===== config.mk =====
export PLATFORM = sky130hd
export DESIGN_NAME = ihp_mode80_port
export DESIGN_NICKNAME = d
export VERILOG_FILES = /design/src/design/ihp_pkg.sv /design/src/design/ihp_acc_if.sv /design/src/design/ihp_mode80_port.sv /design/src/design/ihp_pin_front.sv
export VERILOG_INCLUDE_DIRS = /design/src /design/src/design
export SDC_FILE = /design/constraint.sdc
export NUM_CORES = 1
export LEC_CHECK = 0
export ABC_AREA = 1
export BUFFER_PORTS_ARGS = -buffer_cell sky130_fd_sc_hd__buf_2
export CAP_MARGIN = 40
export CELL_PAD_IN_SITES_DETAIL_PLACEMENT = 0
export CELL_PAD_IN_SITES_GLOBAL_PLACEMENT = 1
export CORE_MARGIN = 3
export CORE_UTILIZATION = 46
export CTS_CLUSTER_DIAMETER = 50
export DETAILED_ROUTE_END_ITERATION = 6
export PLACE_DENSITY_LB_ADDON = 0.05
export SYNTH_ARGS = -nofsm -noshare
export SYNTH_HDL_FRONTEND = slang
export SYNTH_SLANG_ARGS = --single-unit

===== constraint.sdc =====
create_clock -name clock -period 3.6 [get_ports clock]
set_clock_uncertainty 0.05 [all_clocks]
set_input_delay 0 -clock clock [delete_from_list [all_inputs] [get_ports clock]]
set_output_delay 0 -clock clock [all_outputs]
set_load 0.03 [all_outputs]

===== src/design/ihp_params.svh =====
// offsets, field positions, reset values and counts of the host port
`ifndef IHP_PARAMS_SVH
`define IHP_PARAMS_SVH

`define IHP_REG_PTR0      8'hC0
`define IHP_REG_PTR1      8'hC1
`define IHP_REG_PTR2      8'hC2
`define IHP_REG_START     8'hC4
`define IHP_REG_WSEL      8'hC6
`define IHP_REG_CLKSRC    8'hCA

`define IHP_WSEL_BIT      0
`define IHP_OSC_LO_BIT    4
`define IHP_OSC_HI_BIT    5
`define IHP_CRYSTAL_SRC_BIT 0

`define IHP_WSEL_RST      8'h00
`define IHP_CLKSRC_RST    8'h00

`define IHP_MODE80_LEVEL  1'b1
`define IHP_STRAP_WAIT    2'h3
`define IHP_STEP_BYTE     17'h00001
`define IHP_STEP_WORD     17'h00002

`endif


===== src/design/ihp_pkg.sv =====
// state types of the indirect host port
package ihp_pkg;

    typedef struct packed {
        logic [15:0] data;
        logic        cmd_sel;
        logic        cs_n;
        logic        upper_write_strobe_n;
        logic        lower_write_strobe_n;
        logic        upper_read_strobe_n;
        logic        lower_read_strobe_n;
        logic        mode_n;
        logic        endian;
        logic        indirect;
    } ihp_pins_t;

    typedef struct packed {
        ihp_pins_t   s1;
        ihp_pins_t   s2;
        logic        wr_low;
        logic        rd_low;
        logic        lane_lo;
        logic        lane_hi;
        logic [15:0] data;
        logic        wr_evt;
        logic        rd_start;
        logic        rd_end;
        logic        o_cmd;
        logic        o_lo;
        logic        o_hi;
        logic [15:0] o_data;
    } ihp_front_t;

    typedef struct packed {
        logic [7:0]  reg_num;
        logic [16:0] ptr;
        logic        burst;
        logic [7:0]  wsel;
        logic [7:0]  clksrc;
        logic        big_endian;
        logic [1:0]  strap_cnt;
        logic        rd_word;
        logic        rd_mem;
        logic        rd_wait;
        logic [15:0] dout;
        logic        doe;
        logic [15:0] mem_addr;
        logic [15:0] mem_wdata;
        logic        mem_we_lo;
        logic        mem_we_hi;
        logic        mem_re;
        logic        osc_en;
        logic        crystal_src;
        logic        mode80;
    } ihp_core_t;

endpackage


===== src/design/ihp_acc_if.sv =====
// access events from the pin front end to the port core
`timescale 1ns/100ps
interface ihp_acc_if;
    logic        wr_evt;
    logic        rd_start;
    logic        rd_end;
    logic        is_cmd;
    logic        lane_lo;
    logic        lane_hi;
    logic [15:0] data;
    logic        mode_n;
    logic        endian;
    logic        indirect;

    modport front (
        output wr_evt, rd_start, rd_end, is_cmd, lane_lo, lane_hi,
        output data, mode_n, endian, indirect
    );
    modport core (
        input wr_evt, rd_start, rd_end, is_cmd, lane_lo, lane_hi,
        input data, mode_n, endian, indirect
    );
endinterface


===== src/design/ihp_mode80_port.sv =====
// mode 80 indirect host port core
// Function
// - byte and word, both endian orders
// - command register number from low lane
// - byte register access on either lane, even or odd
// - word access low lane lower register
// - start command turns data into burst
// - byte burst access steps pointer one
// - word burst access steps pointer two
// - word select makes writes full words
// - word select makes reads full words
// - endian order only for word memory
// - fixed clock count per bus cycle
// - oscillator only with indirect interface
// - oscillator runs on its enable bits
// - mode chosen from bus select level
// - seventeen bit pointer into display buffer
`timescale 1ns/100ps
`include "ihp_params.svh"
module ihp_mode80_port (
    input  wire logic        clock,
    input  wire logic        reset,
    input  wire logic [15:0] host_data_in,
    output logic      [15:0] host_data_out,
    output logic             host_data_oe,
    input  wire logic        cmd_select,
    input  wire logic        chip_select_n,
    input  wire logic        upper_write_strobe_n,
    input  wire logic        lower_write_strobe_n,
    input  wire logic        upper_read_strobe_n,
    input  wire logic        lower_read_strobe_n,
    input  wire logic        bus_mode_select_n,
    input  wire logic        endian_strap,
    input  wire logic        indirect_select,
    input  wire logic [15:0] mem_rdata,
    output logic      [15:0] mem_addr,
    output logic      [15:0] mem_wdata,
    output logic             mem_we_lo,
    output logic             mem_we_hi,
    output logic             mem_re,
    output logic             crystal_osc_enable,
    output logic             clock_from_crystal,
    output logic             mode80_active
);
    import ihp_pkg::*;

    ihp_core_t  q;
    ihp_core_t  d;
    ihp_pins_t  pins;
    ihp_acc_if  acc ();
    logic       wr_ok;
    logic       rd_ok;
    logic       mem_word;
    logic       mem_byte;
    logic [7:0] pair_base;
    logic [7:0] byte_val;

    // one driver for the whole pin bundle
    always_comb
    begin
        pins.data = host_data_in;
        pins.cmd_sel = cmd_select;
        pins.cs_n = chip_select_n;
        pins.upper_write_strobe_n = upper_write_strobe_n;
        pins.lower_write_strobe_n = lower_write_strobe_n;
        pins.upper_read_strobe_n = upper_read_strobe_n;
        pins.lower_read_strobe_n = lower_read_strobe_n;
        pins.mode_n = bus_mode_select_n;
        pins.endian = endian_strap;
        pins.indirect = indirect_select;
    end

    ihp_pin_front u_front (
        .clock (clock),
        .reset (reset),
        .pins  (pins),
        .acc   (acc)
    );

    function automatic logic [7:0] reg_rd(ihp_core_t s, logic [7:0] idx);
        logic [7:0] v;
        v = 8'h00;
        case (idx)
            `IHP_REG_PTR0:   v = s.ptr[7:0];
            `IHP_REG_PTR1:   v = s.ptr[15:8];
            `IHP_REG_PTR2:   v = {7'h00, s.ptr[16]};
            `IHP_REG_WSEL:   v = s.wsel;
            `IHP_REG_CLKSRC: v = s.clksrc;
            default:         v = 8'h00;
        endcase
        return v;
    endfunction

    function automatic ihp_core_t reg_wr(ihp_core_t s, logic [7:0] idx,
                                         logic [7:0] v);
        ihp_core_t r;
        r = s;
        case (idx)
            `IHP_REG_PTR0:   r.ptr[7:0] = v;
            `IHP_REG_PTR1:   r.ptr[15:8] = v;
            `IHP_REG_PTR2:   r.ptr[16] = v[0];
            `IHP_REG_WSEL:   r.wsel = v;
            `IHP_REG_CLKSRC: r.clksrc = v;
            default:         r = s;
        endcase
        return r;
    endfunction

    // the core is little endian inside, big endian swaps word lanes
    function automatic logic [15:0] mem_order(logic be, logic [15:0] w);
        return be ? {w[7:0], w[15:8]} : w;
    endfunction

    // port acts only in this mode
    assign wr_ok = q.mode80 & acc.wr_evt;
    assign rd_ok = q.mode80 & acc.rd_start;
    // word select ignores the upper strobe
    assign mem_word = q.wsel[`IHP_WSEL_BIT] ? acc.lane_lo
                                           : (acc.lane_lo & acc.lane_hi);
    assign mem_byte = ~q.wsel[`IHP_WSEL_BIT] & (acc.lane_lo ^ acc.lane_hi);
    // pair base is the even register
    assign pair_base = {q.reg_num[7:1], 1'b0};
    // odd register may use either lane
    assign byte_val = acc.lane_hi ? acc.data[15:8] : acc.data[7:0];

    always_comb
    begin
        d = q;
        d.mem_we_lo = 1'b0;
        d.mem_we_hi = 1'b0;
        d.mem_re = 1'b0;
        // bus select level picks this mode
        d.mode80 = (acc.mode_n == `IHP_MODE80_LEVEL);
        // strap taken once the synchroniser has filled
        if (q.strap_cnt != `IHP_STRAP_WAIT)
        begin
            d.strap_cnt = q.strap_cnt + 2'h1;
            d.big_endian = acc.endian;
        end
        // both enable bits start the oscillator while the indirect select is high
        d.osc_en = acc.indirect & q.clksrc[`IHP_OSC_HI_BIT]
                   & q.clksrc[`IHP_OSC_LO_BIT];
        d.crystal_src = q.clksrc[`IHP_CRYSTAL_SRC_BIT];

        if (wr_ok)
        begin
            if (acc.is_cmd)
            begin
                d.reg_num = acc.data[7:0];
                d.burst = (acc.data[7:0] == `IHP_REG_START);
            end
            else if (q.burst)
            begin
                d.mem_addr = q.ptr[16:1];
                if (mem_word)
                begin
                    d.mem_wdata = mem_order(q.big_endian, acc.data);
                    d.mem_we_lo = 1'b1;
                    d.mem_we_hi = 1'b1;
                    d.ptr = q.ptr + `IHP_STEP_WORD;
                end
                else if (mem_byte)
                begin
                    // byte lands the same in both orders
                    d.mem_wdata = {byte_val, byte_val};
                    d.mem_we_lo = ~q.ptr[0];
                    d.mem_we_hi = q.ptr[0];
                    d.ptr = q.ptr + `IHP_STEP_BYTE;
                end
            end
            else if (acc.lane_lo & acc.lane_hi)
            begin
                d = reg_wr(d, pair_base, acc.data[7:0]);
                d = reg_wr(d, {pair_base[7:1], 1'b1}, acc.data[15:8]);
            end
            else
            begin
                // single byte from the lane used
                d = reg_wr(d, q.reg_num, byte_val);
            end
        end

        if (rd_ok)
        begin
            d.doe = 1'b1;
            d.rd_mem = 1'b0;
            if (acc.is_cmd)
            begin
                d.dout = {8'h00, q.reg_num};
            end
            else if (q.burst)
            begin
                if (mem_word | mem_byte)
                begin
                    d.mem_addr = q.ptr[16:1];
                    d.mem_re = 1'b1;
                    d.rd_word = mem_word;
                    d.rd_mem = 1'b1;
                end
            end
            else if (acc.lane_lo & acc.lane_hi)
            begin
                // pair read, lower register on low lane
                d.dout = {reg_rd(q, {pair_base[7:1], 1'b1}),
                          reg_rd(q, pair_base)};
            end
            else
            begin
                d.dout = {reg_rd(q, q.reg_num), reg_rd(q, q.reg_num)};
            end
        end

        // buffer data two cycles after the read start
        if (q.mem_re)
        begin
            d.rd_wait = 1'b1;
        end
        if (q.rd_wait)
        begin
            d.rd_wait = 1'b0;
            if (q.rd_word)
            begin
                d.dout = mem_order(q.big_endian, mem_rdata);
            end
            else if (q.ptr[0])
            begin
                d.dout = {mem_rdata[15:8], mem_rdata[15:8]};
            end
            else
            begin
                d.dout = {mem_rdata[7:0], mem_rdata[7:0]};
            end
        end

        // pointer moves at the end so the data read stays at its address
        if (acc.rd_end)
        begin
            d.doe = 1'b0;
            d.rd_mem = 1'b0;
            if (q.rd_mem)
            begin
                d.ptr = q.ptr + (q.rd_word ? `IHP_STEP_WORD : `IHP_STEP_BYTE);
            end
        end
    end

    always_ff @(posedge clock)
    begin
        if (reset)
        begin
            q <= '0;
            q.wsel <= `IHP_WSEL_RST;
            q.clksrc <= `IHP_CLKSRC_RST;
        end
        else
        begin
            q <= d;
        end
    end

    assign host_data_out = q.dout;
    assign host_data_oe = q.doe;
    assign mem_addr = q.mem_addr;
    assign mem_wdata = q.mem_wdata;
    assign mem_we_lo = q.mem_we_lo;
    assign mem_we_hi = q.mem_we_hi;
    assign mem_re = q.mem_re;
    assign crystal_osc_enable = q.osc_en;
    assign clock_from_crystal = q.crystal_src;
    assign mode80_active = q.mode80;
endmodule


===== src/design/ihp_pin_front.sv =====
// pin synchroniser and strobe edge detector of the host port
`timescale 1ns/100ps
module ihp_pin_front (
    input  wire logic              clock,
    input  wire logic              reset,
    input  wire ihp_pkg::ihp_pins_t pins,
    ihp_acc_if.front               acc
);
    import ihp_pkg::*;

    ihp_front_t q;
    ihp_front_t d;

    always_comb
    begin
        d = q;
        d.s1 = pins;
        d.s2 = q.s1;
        // only the second stage is looked at
        d.wr_low = ~q.s2.cs_n & ~(q.s2.lower_write_strobe_n
                                  & q.s2.upper_write_strobe_n);
        d.rd_low = ~q.s2.cs_n & ~(q.s2.lower_read_strobe_n
                                  & q.s2.upper_read_strobe_n);
        d.wr_evt = q.wr_low & ~d.wr_low;
        d.rd_start = d.rd_low & ~q.rd_low;
        d.rd_end = q.rd_low & ~d.rd_low;
        // lanes gather over the whole strobe, skew between write strobes is fine, a read takes the lanes seen at its start
        if (d.wr_low)
        begin
            d.lane_lo = q.lane_lo | ~q.s2.lower_write_strobe_n;
            d.lane_hi = q.lane_hi | ~q.s2.upper_write_strobe_n;
            d.data = q.s2.data;
        end
        else if (d.rd_low)
        begin
            d.lane_lo = q.lane_lo | ~q.s2.lower_read_strobe_n;
            d.lane_hi = q.lane_hi | ~q.s2.upper_read_strobe_n;
        end
        else
        begin
            d.lane_lo = 1'b0;
            d.lane_hi = 1'b0;
        end
        if (d.wr_evt)
        begin
            d.o_lo = q.lane_lo;
            d.o_hi = q.lane_hi;
            d.o_data = q.data;
            d.o_cmd = q.s2.cmd_sel;
        end
        else if (d.rd_start)
        begin
            d.o_lo = d.lane_lo;
            d.o_hi = d.lane_hi;
            d.o_cmd = q.s2.cmd_sel;
        end
    end

    always_ff @(posedge clock)
    begin
        if (reset)
        begin
            q <= '0;
            q.s1 <= '1;
            q.s2 <= '1;
        end
        else
        begin
            q <= d;
        end
    end

    assign acc.wr_evt = q.wr_evt;
    assign acc.rd_start = q.rd_start;
    assign acc.rd_end = q.rd_end;
    assign acc.is_cmd = q.o_cmd;
    assign acc.lane_lo = q.o_lo;
    assign acc.lane_hi = q.o_hi;
    assign acc.data = q.o_data;
    assign acc.mode_n = q.s2.mode_n;
    assign acc.endian = q.s2.endian;
    assign acc.indirect = q.s2.indirect;
endmodule


# ---- Word-level counts from Yosys, hierarchy flattened
# Index checks and enable logic that the tools add are counted.
dict set report op_classes {
  add_sub_neg 4
  n_eq_ne 13
  mux 58
  n_bitwise 34
  reduce_logical 11
}
# op n
set ops {}
lappend ops {{$mux 95} 2}
lappend ops {{$mux 16} 11}
lappend ops {{$mux 17} 6}
lappend ops {{$mux 8} 11}
lappend ops {{$mux 77} 1}
lappend ops {{$eq 8x8->1 const B} 6}
lappend ops {{$mux 40} 1}
lappend ops {{$pmux 8 s5} 1}
lappend ops {{$mux 18} 2}
lappend ops {{$mux 34} 1}
lappend ops {{$mux 33} 1}
lappend ops {{$pmux 8 s4} 1}
lappend ops {{$eq 7x7->1 const B} 4}
lappend ops {{$add 17x1->17 const B} 1}
lappend ops {{$add 17x2->17} 1}
lappend ops {{$add 17x2->17 const B} 1}
lappend ops {{$not 1->1} 15}
lappend ops {{$mux 2} 7}
lappend ops {{$and 1x1->1} 13}
lappend ops {{$reduce_and 5->1} 2}
lappend ops {{$mux 1} 9}
lappend ops {{$mux 3} 3}
lappend ops {{$reduce_bool 2->1} 4}
lappend ops {{$or 1x1->1} 5}
lappend ops {{9 further kinds} 11}
dict set report word_totals {
  reg_bits 195
  inputBits 43
  word_cells 172
}

# ---- Longest topological paths before layout
# Gate-level depths: netlist (run 1).
dict set report logic_depth {
  word_depth 12
  ltp_mapped 14
}

# ---- By module
# Synthesis (run 1) repeated with hierarchy kept, for this count alone.
dict set report hier_totals {
  hier_cells 1504
  hier_area_um2 10528.8
}
# mod n_inst cells_each area_each_um2 seq_area_each_um2
set modules_own_cells {}
lappend modules_own_cells {ihp_mode80_port 1 1193 7531.0 2062.0}
lappend modules_own_cells {ihp_pin_front 1 311 2997.9 1841.8}

# ---- Worst setup path before layout (run 1)
# OpenSTA, ideal clock, no wires.
dict set report synth_path {
  path_type {register to register}
  startpoint {register q[57] (netlist bit)}
  endpoint {register q[92] (netlist bit)}
  setup_time_ps 70
  arrival_ps 2195
  required_ps 3480
  setup_slack_ps 1285
  stages_incl_launch_ff 15
  path_cell_list {dfxtp_1 buf_2 clkinv_1 buf_2 ha_1 fa_1 inv_1 nor2_2 nand2_1 nor2_1 nand2_2 o21ai_0 nand2_1 o21ai_0 a21oi_1}
}
dict set report synth_between {
  elab_chain_cells 4
}
# item line
set synth_lines {}
lappend synth_lines {{from (decl)} ihp_mode80_port.sv:47} ;# ihp_core_t q;
lappend synth_lines {{$mux 2 (no source line)} n/a}
lappend synth_lines {{$add 17x2->17} ihp_mode80_port.sv:242} ;# d.ptr = q.ptr + (q.rd_word ? `IHP_STEP_WORD : `IHP_STEP_BYTE);
lappend synth_lines {{$mux 17} ihp_mode80_port.sv:240} ;# if (q.rd_mem)
lappend synth_lines {{$mux 17} ihp_mode80_port.sv:236} ;# if (acc.rd_end)
# No other way between the ends.
# A chain may end at the register's enable or synchronous reset.

# ---- Worst setup path in the final report (run 1)
dict set report layout_path {
  startpoint {register u_front.q, in the netlist u_front.acc.lane_hi}
  endpoint {register q, in the netlist mem_addr[1]}
}
dict set report layout_between {
  elab_chain_cells 7
}
# item line
set layout_lines {}
lappend layout_lines {{from (decl)} ihp_pin_front.sv:11} ;# ihp_front_t q;
lappend layout_lines {{$and 1x1->1 / $xor 1x1->1 (equally long branches)} {ihp_mode80_port.sv:119, ihp_mode80_port.sv:120}}
lappend layout_lines {{$mux 1 / $and 1x1->1 (equally long branches)} {ihp_mode80_port.sv:118, ihp_mode80_port.sv:120}}
lappend layout_lines {{$or 1x1->1 *} ihp_mode80_port.sv:193} ;# if (mem_word | mem_byte)
lappend layout_lines {{$mux 16 *} ihp_mode80_port.sv:193}
lappend layout_lines {{$mux 16 *} ihp_mode80_port.sv:191} ;# else if (q.burst)
lappend layout_lines {{$mux 16 *} ihp_mode80_port.sv:187} ;# if (acc.is_cmd)
lappend layout_lines {{$mux 33 *} ihp_mode80_port.sv:183} ;# if (rd_ok)
# Every way passes the cells marked *; elsewhere a longest branch is shown, timed or not.

==> flow_metrics.env, run 1 <==
export IMPL_status="finished clean"
export IMPL_vias=9655
export IMPL_path_clk_slew_ns=0.10
export IMPL_crit_top_cell="nand2_1"
export IMPL_hold_viol_final=0
export IMPL_min_period_ns=2.95
export IMPL_syn_area_um2=10000
export IMPL_netlist_top_cells_count="nand2_1, o21ai_0, dfxtp_1"
export IMPL_grt_pass1_vias=8719
export IMPL_top_layer="met4"
export IMPL_hold_path_class="primary input to flop"
export IMPL_yosys_top_cells_area="dfxtp_1, o21ai_0, a21oi_1"
export IMPL_async_reset_ff_frac=0
export IMPL_fp_dieArea_um2=23600
export IMPL_grt_setup_unrepaired="false"
export IMPL_cts_tree="done"
export IMPL_place_gp_congestion=0.928
export IMPL_yosysTopAreaCell="dfxtp_1"
export IMPL_area_growth_pct=11.3
export IMPL_setup_tns_final_ns=0
export IMPL_setup_ws_ns=0.647
export IMPL_synth_most_common_cell="nand2_1"
export IMPL_core_area_um2=21200
export IMPL_syn_num_nets=1487
export IMPL_utilization=0.526
export IMPL_wl_mm=32.3
export IMPL_synthCells=1435
export IMPL_p_leak_nw=4.56
export IMPL_clock_latency_ns=0.44
export IMPL_grt_pass1_wl_mm=49.9
export IMPL_start_kind="flop"
export IMPL_ioPinCount=98
export IMPL_yosysWarnings=0
export IMPL_yosysSeqAreaShare=0.390
export IMPL_drcViolationCount=0
export IMPL_slew_headroom=0.375
export IMPL_power_mw=4.51
export IMPL_cp_required_ns=3.91
export IMPL_die_w_um=154
export IMPL_antenna_found_initial=0
export IMPL_grt_start_max_net_pins=93
export IMPL_crit_slowest_cell="nand2_1"
export IMPL_overflow=0
export IMPL_wl_per_cell_um=18.5
export IMPL_final_nets=1513
export IMPL_place_port_buffers=97
export IMPL_finalMaxSlewViolations=0
export IMPL_synthFlopType="dfxtp_1"
export IMPL_max_cap_viol_count=0
export IMPL_synth_edff_count=0
export IMPL_drt_pre_antenna_iters=7
export IMPL_met3_length_mm=2.12
export IMPL_wl_met1_mm=14.7
export IMPL_dp_worst_setup_slack_ns=0.712
export IMPL_min_period_over_period=0.820
export IMPL_cpPeakStageDelay_ns=0.71
export IMPL_rows=53
export IMPL_die_h_um=154
export IMPL_cts_hold_buf=26
export IMPL_avgSynthCellArea_um2=6.98
export IMPL_clock_sinks=195
export IMPL_place_inst=1691
export IMPL_drtIter0Drc=990
export IMPL_cts_made_buffers=17
export IMPL_critPathCaptureType="flop"
export IMPL_vdd_drop_max_mv=0.319
export IMPL_ys_ff_latch=195
export IMPL_critPathArrivalTime_ns=3.26
export IMPL_wl_met2_mm=14.4
export IMPL_post_cts_resized=0
export IMPL_diodes=0
export IMPL_synth_cell_types=45
export IMPL_post_cts_buffers=0
export IMPL_viasPerCell=5.52
export IMPL_drive_gt1_frac=0.160
export IMPL_fmaxAchievable_ghz=0.339
export IMPL_initial_core_util=0.472
export IMPL_hpwl_mm=23.3
export IMPL_grt_usage=0.268
export IMPL_worst_pin_slew_ns=0.930
export IMPL_final_cells=1749
export IMPL_ctsRootBufferMaster="clkbuf_16"
export IMPL_fillers=2142
export IMPL_yosysTopAreaCellShare=0.390
export IMPL_cp_cell_sequence="ha_1, inv_2, nand2_1, nand2_2, nand2_1, nand4_2, nand2_1, o21ai_0, a21oi_1"
export IMPL_ant_nets=0
export IMPL_critPathMaxFanout=33
export IMPL_htree_levels=4
export IMPL_crit_type="flop to flop"
export IMPL_powerDensity_nw_per_um2=405
export IMPL_clk_path_buf_depth=2
export IMPL_setup_violations=0
==> through the flow <==
stage | hold slack [ns] | instance area, um2
2_1_floorplan | 0.0538 | 10000
3_3_place_gp | 0.133 | 10200
3_5_place_dp | 0.134 | 10200
4_1_cts | 0.00467 | 11200
5_1_grt | 0.0486 | 11200
6_report | 0.00465 | 11200
==> state kept, by name, indices dropped and copies added, names as in the netlist, 7 cells and up, named ones only <==
signal	flops
u_front.q	42
q	40
u_front.d	25
mem_wdata	16
u_front.acc.data	16
mem_addr	16
pair_base	7
host_data_out	16
==> metal layers <==
layer	track usage	vias up
met5	0	-
met4	0.102	0
met3	0.0380	56
met2	0.421	367
met1	0.376	4406
li1	-	4826
==> where the power goes <==
part | switching [mW] | internal, mW
Combinational | 0.105 | 0.0778
Sequential | 0.0229 | 2.20
Clock | 1.11 | 1.00
Total | 1.24 | 3.28
==> layout by cell type, fill, tap and decap left out, types with 2 or more instances in the layout <==
| cell | netlist | routed |
|---|---|---|
| clkinv_8 | 0 | 6 |
| clkinv_1 | 3 | 3 |
| a221oi_1 | 6 | 6 |
| inv_2 | 13 | 14 |
| nor3_2 | 2 | 2 |
| nor4_1 | 2 | 2 |
| inv_12 | 0 | 2 |
| buf_4 | 57 | 16 |
| o21ai_1 | 15 | 15 |
| ha_1 | 8 | 8 |
| o21ai_0 | 211 | 211 |
| a31oi_1 | 3 | 3 |
| nor2_2 | 5 | 5 |
| xor2_1 | 3 | 3 |
| nand3_1 | 95 | 95 |
| o211ai_1 | 10 | 10 |
| o2111ai_1 | 3 | 3 |
| a21oi_2 | 2 | 2 |
| o22ai_1 | 2 | 2 |
| nand2_2 | 7 | 7 |
| nand3b_1 | 3 | 3 |
| clkbuf_16 | 0 | 17 |
| nor2_4 | 4 | 4 |
| nand2_1 | 225 | 225 |
| nor2_1 | 110 | 110 |
| a211oi_1 | 4 | 4 |
| inv_1 | 92 | 91 |
| dlygate4sd3_1 | 0 | 26 |
| inv_16 | 0 | 4 |
| dfxtp_1 | 195 | 195 |
| nand4_1 | 19 | 19 |
| nor3_1 | 9 | 9 |
| inv_8 | 0 | 2 |
| or2_2 | 50 | 50 |
| buf_2 | 21 | 98 |
| a21oi_1 | 190 | 190 |
==> logic make-up after synthesis <==
logic type	count (synthesis)	synth area share
AOI/OAI and AO/OA	451	0.236
buffers and inverters	242	0.116
DFF	195	0.390
and+or+nand+nor	535	0.244
adders and majority gates	9	0.0120
xor gates and xnor gates	3	0.00262
==> worst paths after layout <==
path	startpoint	to	slack, ns	cells after the start
worst max-delay path	u_front.acc.lane_hi$_SDFFE_PP0P_	mem_addr[1]$_SDFF_PP0_	0.65	9
worst min-delay path	mem_rdata[3]	host_data_out[11]$_SDFFE_PP0P_	0.005	5
worst max register to register	u_front.acc.lane_hi$_SDFFE_PP0P_	mem_addr[1]$_SDFF_PP0_	0.65	9
worst min register to register	u_front.acc.mode_n$_SDFF_PP1_	mode80_active$_SDFF_PP0_	0.35	2
==> cell type report <==
cell class / count / area, um2 / area share
Timing Repair Buffer: 140 / 871 / 0.0781
Tap cell: 275 / 344 / 0.0309
Clock inverter: 15 / 241 / 0.0217
Clock buffer: 17 / 425 / 0.0381
Multi-Input combinational cell: 998 / 4950 / 0.444
Sequential cell: 195 / 3900 / 0.350
Inverter: 109 / 412 / 0.0369
==> critical path: cells and delay by family (launching register included) <==
kind            cells  cell delay (ns)
buf+inv             1             0.04
simple gates        5             1.46
compound gates      2             0.33
fa+ha+maj           1             0.29
flops               1             0.69
Power figures use the tool's default switching activity.
==> run 2, diff against run 1 <==
- CORE_UTILIZATION: 46 -> 43
- clock period: 3.6 -> 3 ns (I/O delays scaled with it)
==> flow_metrics.env, run 2 (synthesis results as in run 1) <==
export IMPL_status="finished clean"
export IMPL_final_common_cell="nand2_1"
export IMPL_viasPerCell=5.50
export IMPL_fillers=2376
export IMPL_post_cts_resized=0
export IMPL_powerDensity_nw_per_um2=481
export IMPL_setup_violations=0
export IMPL_grt_setup_unrepaired="false"
export IMPL_crit_path_start="u_front.acc.lane_hi$_SDFFE_PP0P_"
export IMPL_max_cap_viol_count=0
export IMPL_fmaxAchievable_ghz=0.396
export IMPL_overflow=0
export IMPL_crit_slowest_cell="dfxtp_1"
export IMPL_cp_cell_sequence="ha_1, inv_1, nor2_1, nand2_1, nand2_1, nand2_1, nor2_1, nand3_1, nand3_1, nand2_1, nand2_1, a21oi_1"
export IMPL_hold_path_class="primary input to flop"
export IMPL_cpPeakStageDelay_ns=0.65
export IMPL_top_layer="met5"
export IMPL_diodes=0
export IMPL_crit_top_cell="nand2_1"
export IMPL_drive_gt1_frac=0.162
export IMPL_critPathCaptureType="flop"
export IMPL_htree_levels=4
export IMPL_fp_dieArea_um2=25200
export IMPL_final_nets=1523
export IMPL_wl_met2_mm=15.3
export IMPL_min_from="mem_rdata[7]"
export IMPL_clock_latency_ns=0.46
export IMPL_initial_core_util=0.440
export IMPL_area_growth_pct=13.1
export IMPL_min_period_ns=2.53
export IMPL_wl_per_cell_um=18.8
export IMPL_die_w_um=159
export IMPL_cts_made_buffers=17
export IMPL_drt_pre_antenna_iters=5
export IMPL_setup_tns_final_ns=0
export IMPL_ioPinCount=98
export IMPL_clock_sinks=195
export IMPL_slew_headroom=0.336
export IMPL_place_port_buffers=97
export IMPL_core_area_um2=22800
export IMPL_start_kind="flop"
export IMPL_die_h_um=159
export IMPL_min_period_over_period=0.842
export IMPL_worst_pin_slew_ns=0.988
export IMPL_critPathMaxFanout=18
export IMPL_path_clk_slew_ns=0.09
export IMPL_met3_length_mm=2.25
export IMPL_vias=9885
export IMPL_wl_met1_mm=15.0
export IMPL_rows=55
export IMPL_grt_usage=0.270
export IMPL_r2r_start="u_front.acc.lane_hi$_SDFFE_PP0P_"
export IMPL_largest_register="u_front.q"
export IMPL_critPathArrivalTime_ns=2.84
export IMPL_grt_pass1_vias=9097
export IMPL_wl_mm=33.8
export IMPL_clk_path_buf_depth=2
export IMPL_setup_ws_ns=0.474
export IMPL_crit_type="flop to flop"
export IMPL_place_gp_congestion=0.954
export IMPL_p_leak_nw=4.63
export IMPL_cp_required_ns=3.31
export IMPL_grt_pass1_wl_mm=52.0
export IMPL_vdd_drop_max_mv=0.301
export IMPL_hold_viol_final=0
export IMPL_drcViolationCount=0
export IMPL_post_cts_buffers=0
export IMPL_ant_nets=0
export IMPL_drtIter0Drc=984
export IMPL_antenna_found_initial=1
export IMPL_grt_start_max_net_pins=61
export IMPL_finalMaxSlewViolations=0
export IMPL_dp_worst_setup_slack_ns=0.558
export IMPL_hpwl_mm=24.2
export IMPL_largest_reg_flops=42
export IMPL_final_cell_mix="nand2_1, o21ai_0, dfxtp_1"
export IMPL_cts_tree="done"
export IMPL_ctsRootBufferMaster="clkbuf_16"
-- run 2: changes by cell type in the layout (fill, tap and decap cells not counted) --
cell           before  now
inv_8               2    1
buf_4              16   19
inv_12              2    3
buf_2              98   97
dlygate4sd3_1      26   31
buf_12              0    3
-- run 2: cell type report --
type / count / area [um2] / share of cell area
clock buffers: 17 / 425 / 0.0375
clock inverters: 15 / 246 / 0.0218
inverters: 109 / 412 / 0.0363
multi-input cells: 998 / 4950 / 0.437
flip-flops and latches: 195 / 3900 / 0.344
well taps: 313 / 392 / 0.0346
repair buffers: 150 / 998 / 0.0881
-- run 2: path summary, 6_finish.rpt --
path | end | slack, ns | depth (start not counted)
max reg2reg | q[91]$_SDFF_PP0_ | 0.47 | 12
min reg2reg | u_front.q[50]$_SDFF_PP1_ | 0.36 | 1
min | host_data_out[7]$_SDFFE_PP0P_ | 0.02 | 5
max | q[91]$_SDFF_PP0_ | 0.47 | 12
-- run 2: timing repair --
item	4_1_cts	5_1_grt
endpoints found under the setup margin	0	0
hold buffers	31	0
hold endpoints to repair	31	0
-- run 2: metal layers --
layer	global-route usage	up-vias
li1	-	4850
met1	0.370	4602
met2	0.426	365
met3	0.0440	66
met4	0.107	2
met5	0	-
-- run 2: per-stage QoR --
stage	power, mW	hold slack, ns	instances	cell area, um2	util
after floorplan	2.85	0.0538	1435	10000	-
after global placement	2.92	0.132	1733	10300	0.454
after detailed placement	2.93	0.136	1734	10300	0.454
after CTS	5.49	0.00611	1797	11300	0.498
after global routing	5.64	0.0974	1797	11300	0.498
final	5.45	0.0209	1797	11300	0.498
-- run 2: power by group --
part	switching (mW)	leakage (nW)	internal [mW]
clock	1.35	0.322	1.21
sequential	0.0197	1.58	2.64
combinational	0.138	2.72	0.103
-- run 2: worst max-delay path, delay by kind of cell (launching register included) --
kind | cells | cell delay [ns]
AOI/OAI and AO/OA | 1 | 0.06
adders and majority gates | 1 | 0.24
DFF | 1 | 0.65
buffers and inverters | 1 | 0.04
and+or+nand+nor | 9 | 1.40
==> run 3, diff against run 2 <==
- CORE_UTILIZATION: 43 -> 39
- clock period: 3 -> 2.3 ns (I/O delays scaled with it)
==> flow_metrics.env, run 3 (synthesis results as in run 1) <==
export IMPL_hold_path_class="primary input to flop"
export IMPL_ctsRootBufferMaster="clkbuf_16"
export IMPL_seq_area_um2=3910
export IMPL_fp_dieArea_um2=27600
export IMPL_stdcell_area_um2=11700
export IMPL_finalMaxSlewViolations=0
export IMPL_final_cells=1858
export IMPL_drt_pre_antenna_iters=6
export IMPL_diodes=0
export IMPL_initial_core_util=0.398
export IMPL_clock_latency_ns=0.45
export IMPL_min_period_ns=2.08
export IMPL_core_area_um2=25200
export IMPL_place_gp_congestion=0.934
export IMPL_ioPinCount=98
export IMPL_path_clk_slew_ns=0.09
export IMPL_overflow=0
export IMPL_viasPerCell=5.25
export IMPL_placed_area_um2=10700
export IMPL_critPathMaxFanout=16
export IMPL_area_growth_pct=16.7
export IMPL_slew_headroom=0.468
export IMPL_dp_worst_setup_slack_ns=0.233
export IMPL_vias=9746
export IMPL_clock_sinks=195
export IMPL_vdd_drop_max_mv=0.504
export IMPL_clk_path_buf_depth=2
export IMPL_multiInputGateArea_um2=4950
export IMPL_critPathCaptureType="flop"
export IMPL_max_cap_viol_count=0
export IMPL_htree_levels=4
export IMPL_power_mw=7.14
export IMPL_grt_pass1_wl_mm=53.4
export IMPL_drive_gt1_frac=0.188
export IMPL_final_cell_mix="nand2_1, o21ai_0, dfxtp_1"
export IMPL_status="finished clean"
export IMPL_setup_violations=0
export IMPL_fillers=2602
export IMPL_place_port_buffers=97
export IMPL_powerDensity_nw_per_um2=610
export IMPL_wl_per_cell_um=18.4
export IMPL_cts_tree="done"
export IMPL_largest_reg_flops=42
export IMPL_grt_start_max_net_pins=93
export IMPL_hpwl_mm=25.4
export IMPL_start_kind="flop"
export IMPL_setup_tns_final_ns=0
export IMPL_cts_made_buffers=17
export IMPL_grt_usage=0.245
export IMPL_post_cts_buffers=0
export IMPL_drtIter0Drc=891
export IMPL_setup_ws_ns=0.221
export IMPL_largest_register="u_front.q"
export IMPL_antenna_found_initial=0
export IMPL_die_w_um=166
export IMPL_ant_nets=0
export IMPL_cp_required_ns=2.57
export IMPL_place_inst=1796
export IMPL_die_h_um=166
export IMPL_crit_type="flop to flop"
export IMPL_grt_setup_unrepaired="false"
export IMPL_grt_pass1_vias=9325
export IMPL_fmaxAchievable_ghz=0.481
export IMPL_hold_viol_final=0
export IMPL_hold_slack_ns=0.0207
export IMPL_p_leak_nw=4.85
export IMPL_utilization=0.464
export IMPL_final_common_cell="nand2_1"
export IMPL_final_nets=1567
export IMPL_rows=58
export IMPL_drcViolationCount=0
export IMPL_min_period_over_period=0.904
export IMPL_critPathArrivalTime_ns=2.35
export IMPL_wl_mm=34.3
export IMPL_worst_pin_slew_ns=0.798
## run 3: changes by cell type in the layout (fill, tap and decap cells not counted), sizes merged
cell,previous run,this run
buf,119,164
clkinv,9,8
dlygate4sd3,31,30
inv,115,116
## run 3: cell type report
| cell class | instances | area share |
|---|---|---|
| clock buffers | 17 | 0.0364 |
| clock inverters | 15 | 0.0207 |
| inverters | 109 | 0.0353 |
| multi-input cells | 998 | 0.424 |
| flip-flops and latches | 195 | 0.334 |
| well taps | 330 | 0.0353 |
| repair buffers | 194 | 0.115 |
## run 3: what timing repair did
item / CTS / global route
hold buffers: 30 / 0
resized for setup: 0 / 2
endpoints found under the setup margin: 0 / 3
endpoints found under the hold margin: 30 / 0
## run 3: metal layers
metal / GRT usage / routed length (um) / share of wire
met3: 0.0450 / 2050 / 0.060
met2: 0.399 / 15600 / 0.45
met5: 0 / 0 / 0
met1: 0.324 / 15500 / 0.45
met4: 0.0958 / 1110 / 0.032
## run 3: path summary, 6_finish.rpt
| kind | startpoint | to | slack (ns) | cells after the start |
|---|---|---|---|---|
| max | u_front.acc.lane_lo$_SDFFE_PP0P_ | q[84]$_SDFF_PP0_ | 0.22 | 9 |
| max reg2reg | u_front.acc.lane_lo$_SDFFE_PP0P_ | q[84]$_SDFF_PP0_ | 0.22 | 9 |
| min reg2reg | u_front.acc.mode_n$_SDFF_PP1_ | mode80_active$_SDFF_PP0_ | 0.36 | 2 |
| min | mem_rdata[4] | host_data_out[12]$_SDFFE_PP0P_ | 0.02 | 5 |
## run 3: critical path, stage by stage (launching register included)
cell and delay (ns):
dfxtp_1 0.32, ha_1 0.21, inv_2 0.18, buf_4 0.23, nand2_1 0.06, inv_1 0.16, buf_4 0.17, nor2_1 0.05
o21ai_0 0.36, a31oi_1 0.15
## run 3: where the power goes
| group | switching (mW) | leakage [nW] | total, mW | internal, mW |
|---|---|---|---|---|
| clock | 1.79 | 0.322 | 3.36 | 1.57 |
| combinational | 0.180 | 2.94 | 0.314 | 0.134 |
| sequential | 0.0233 | 1.59 | 3.46 | 3.44 |
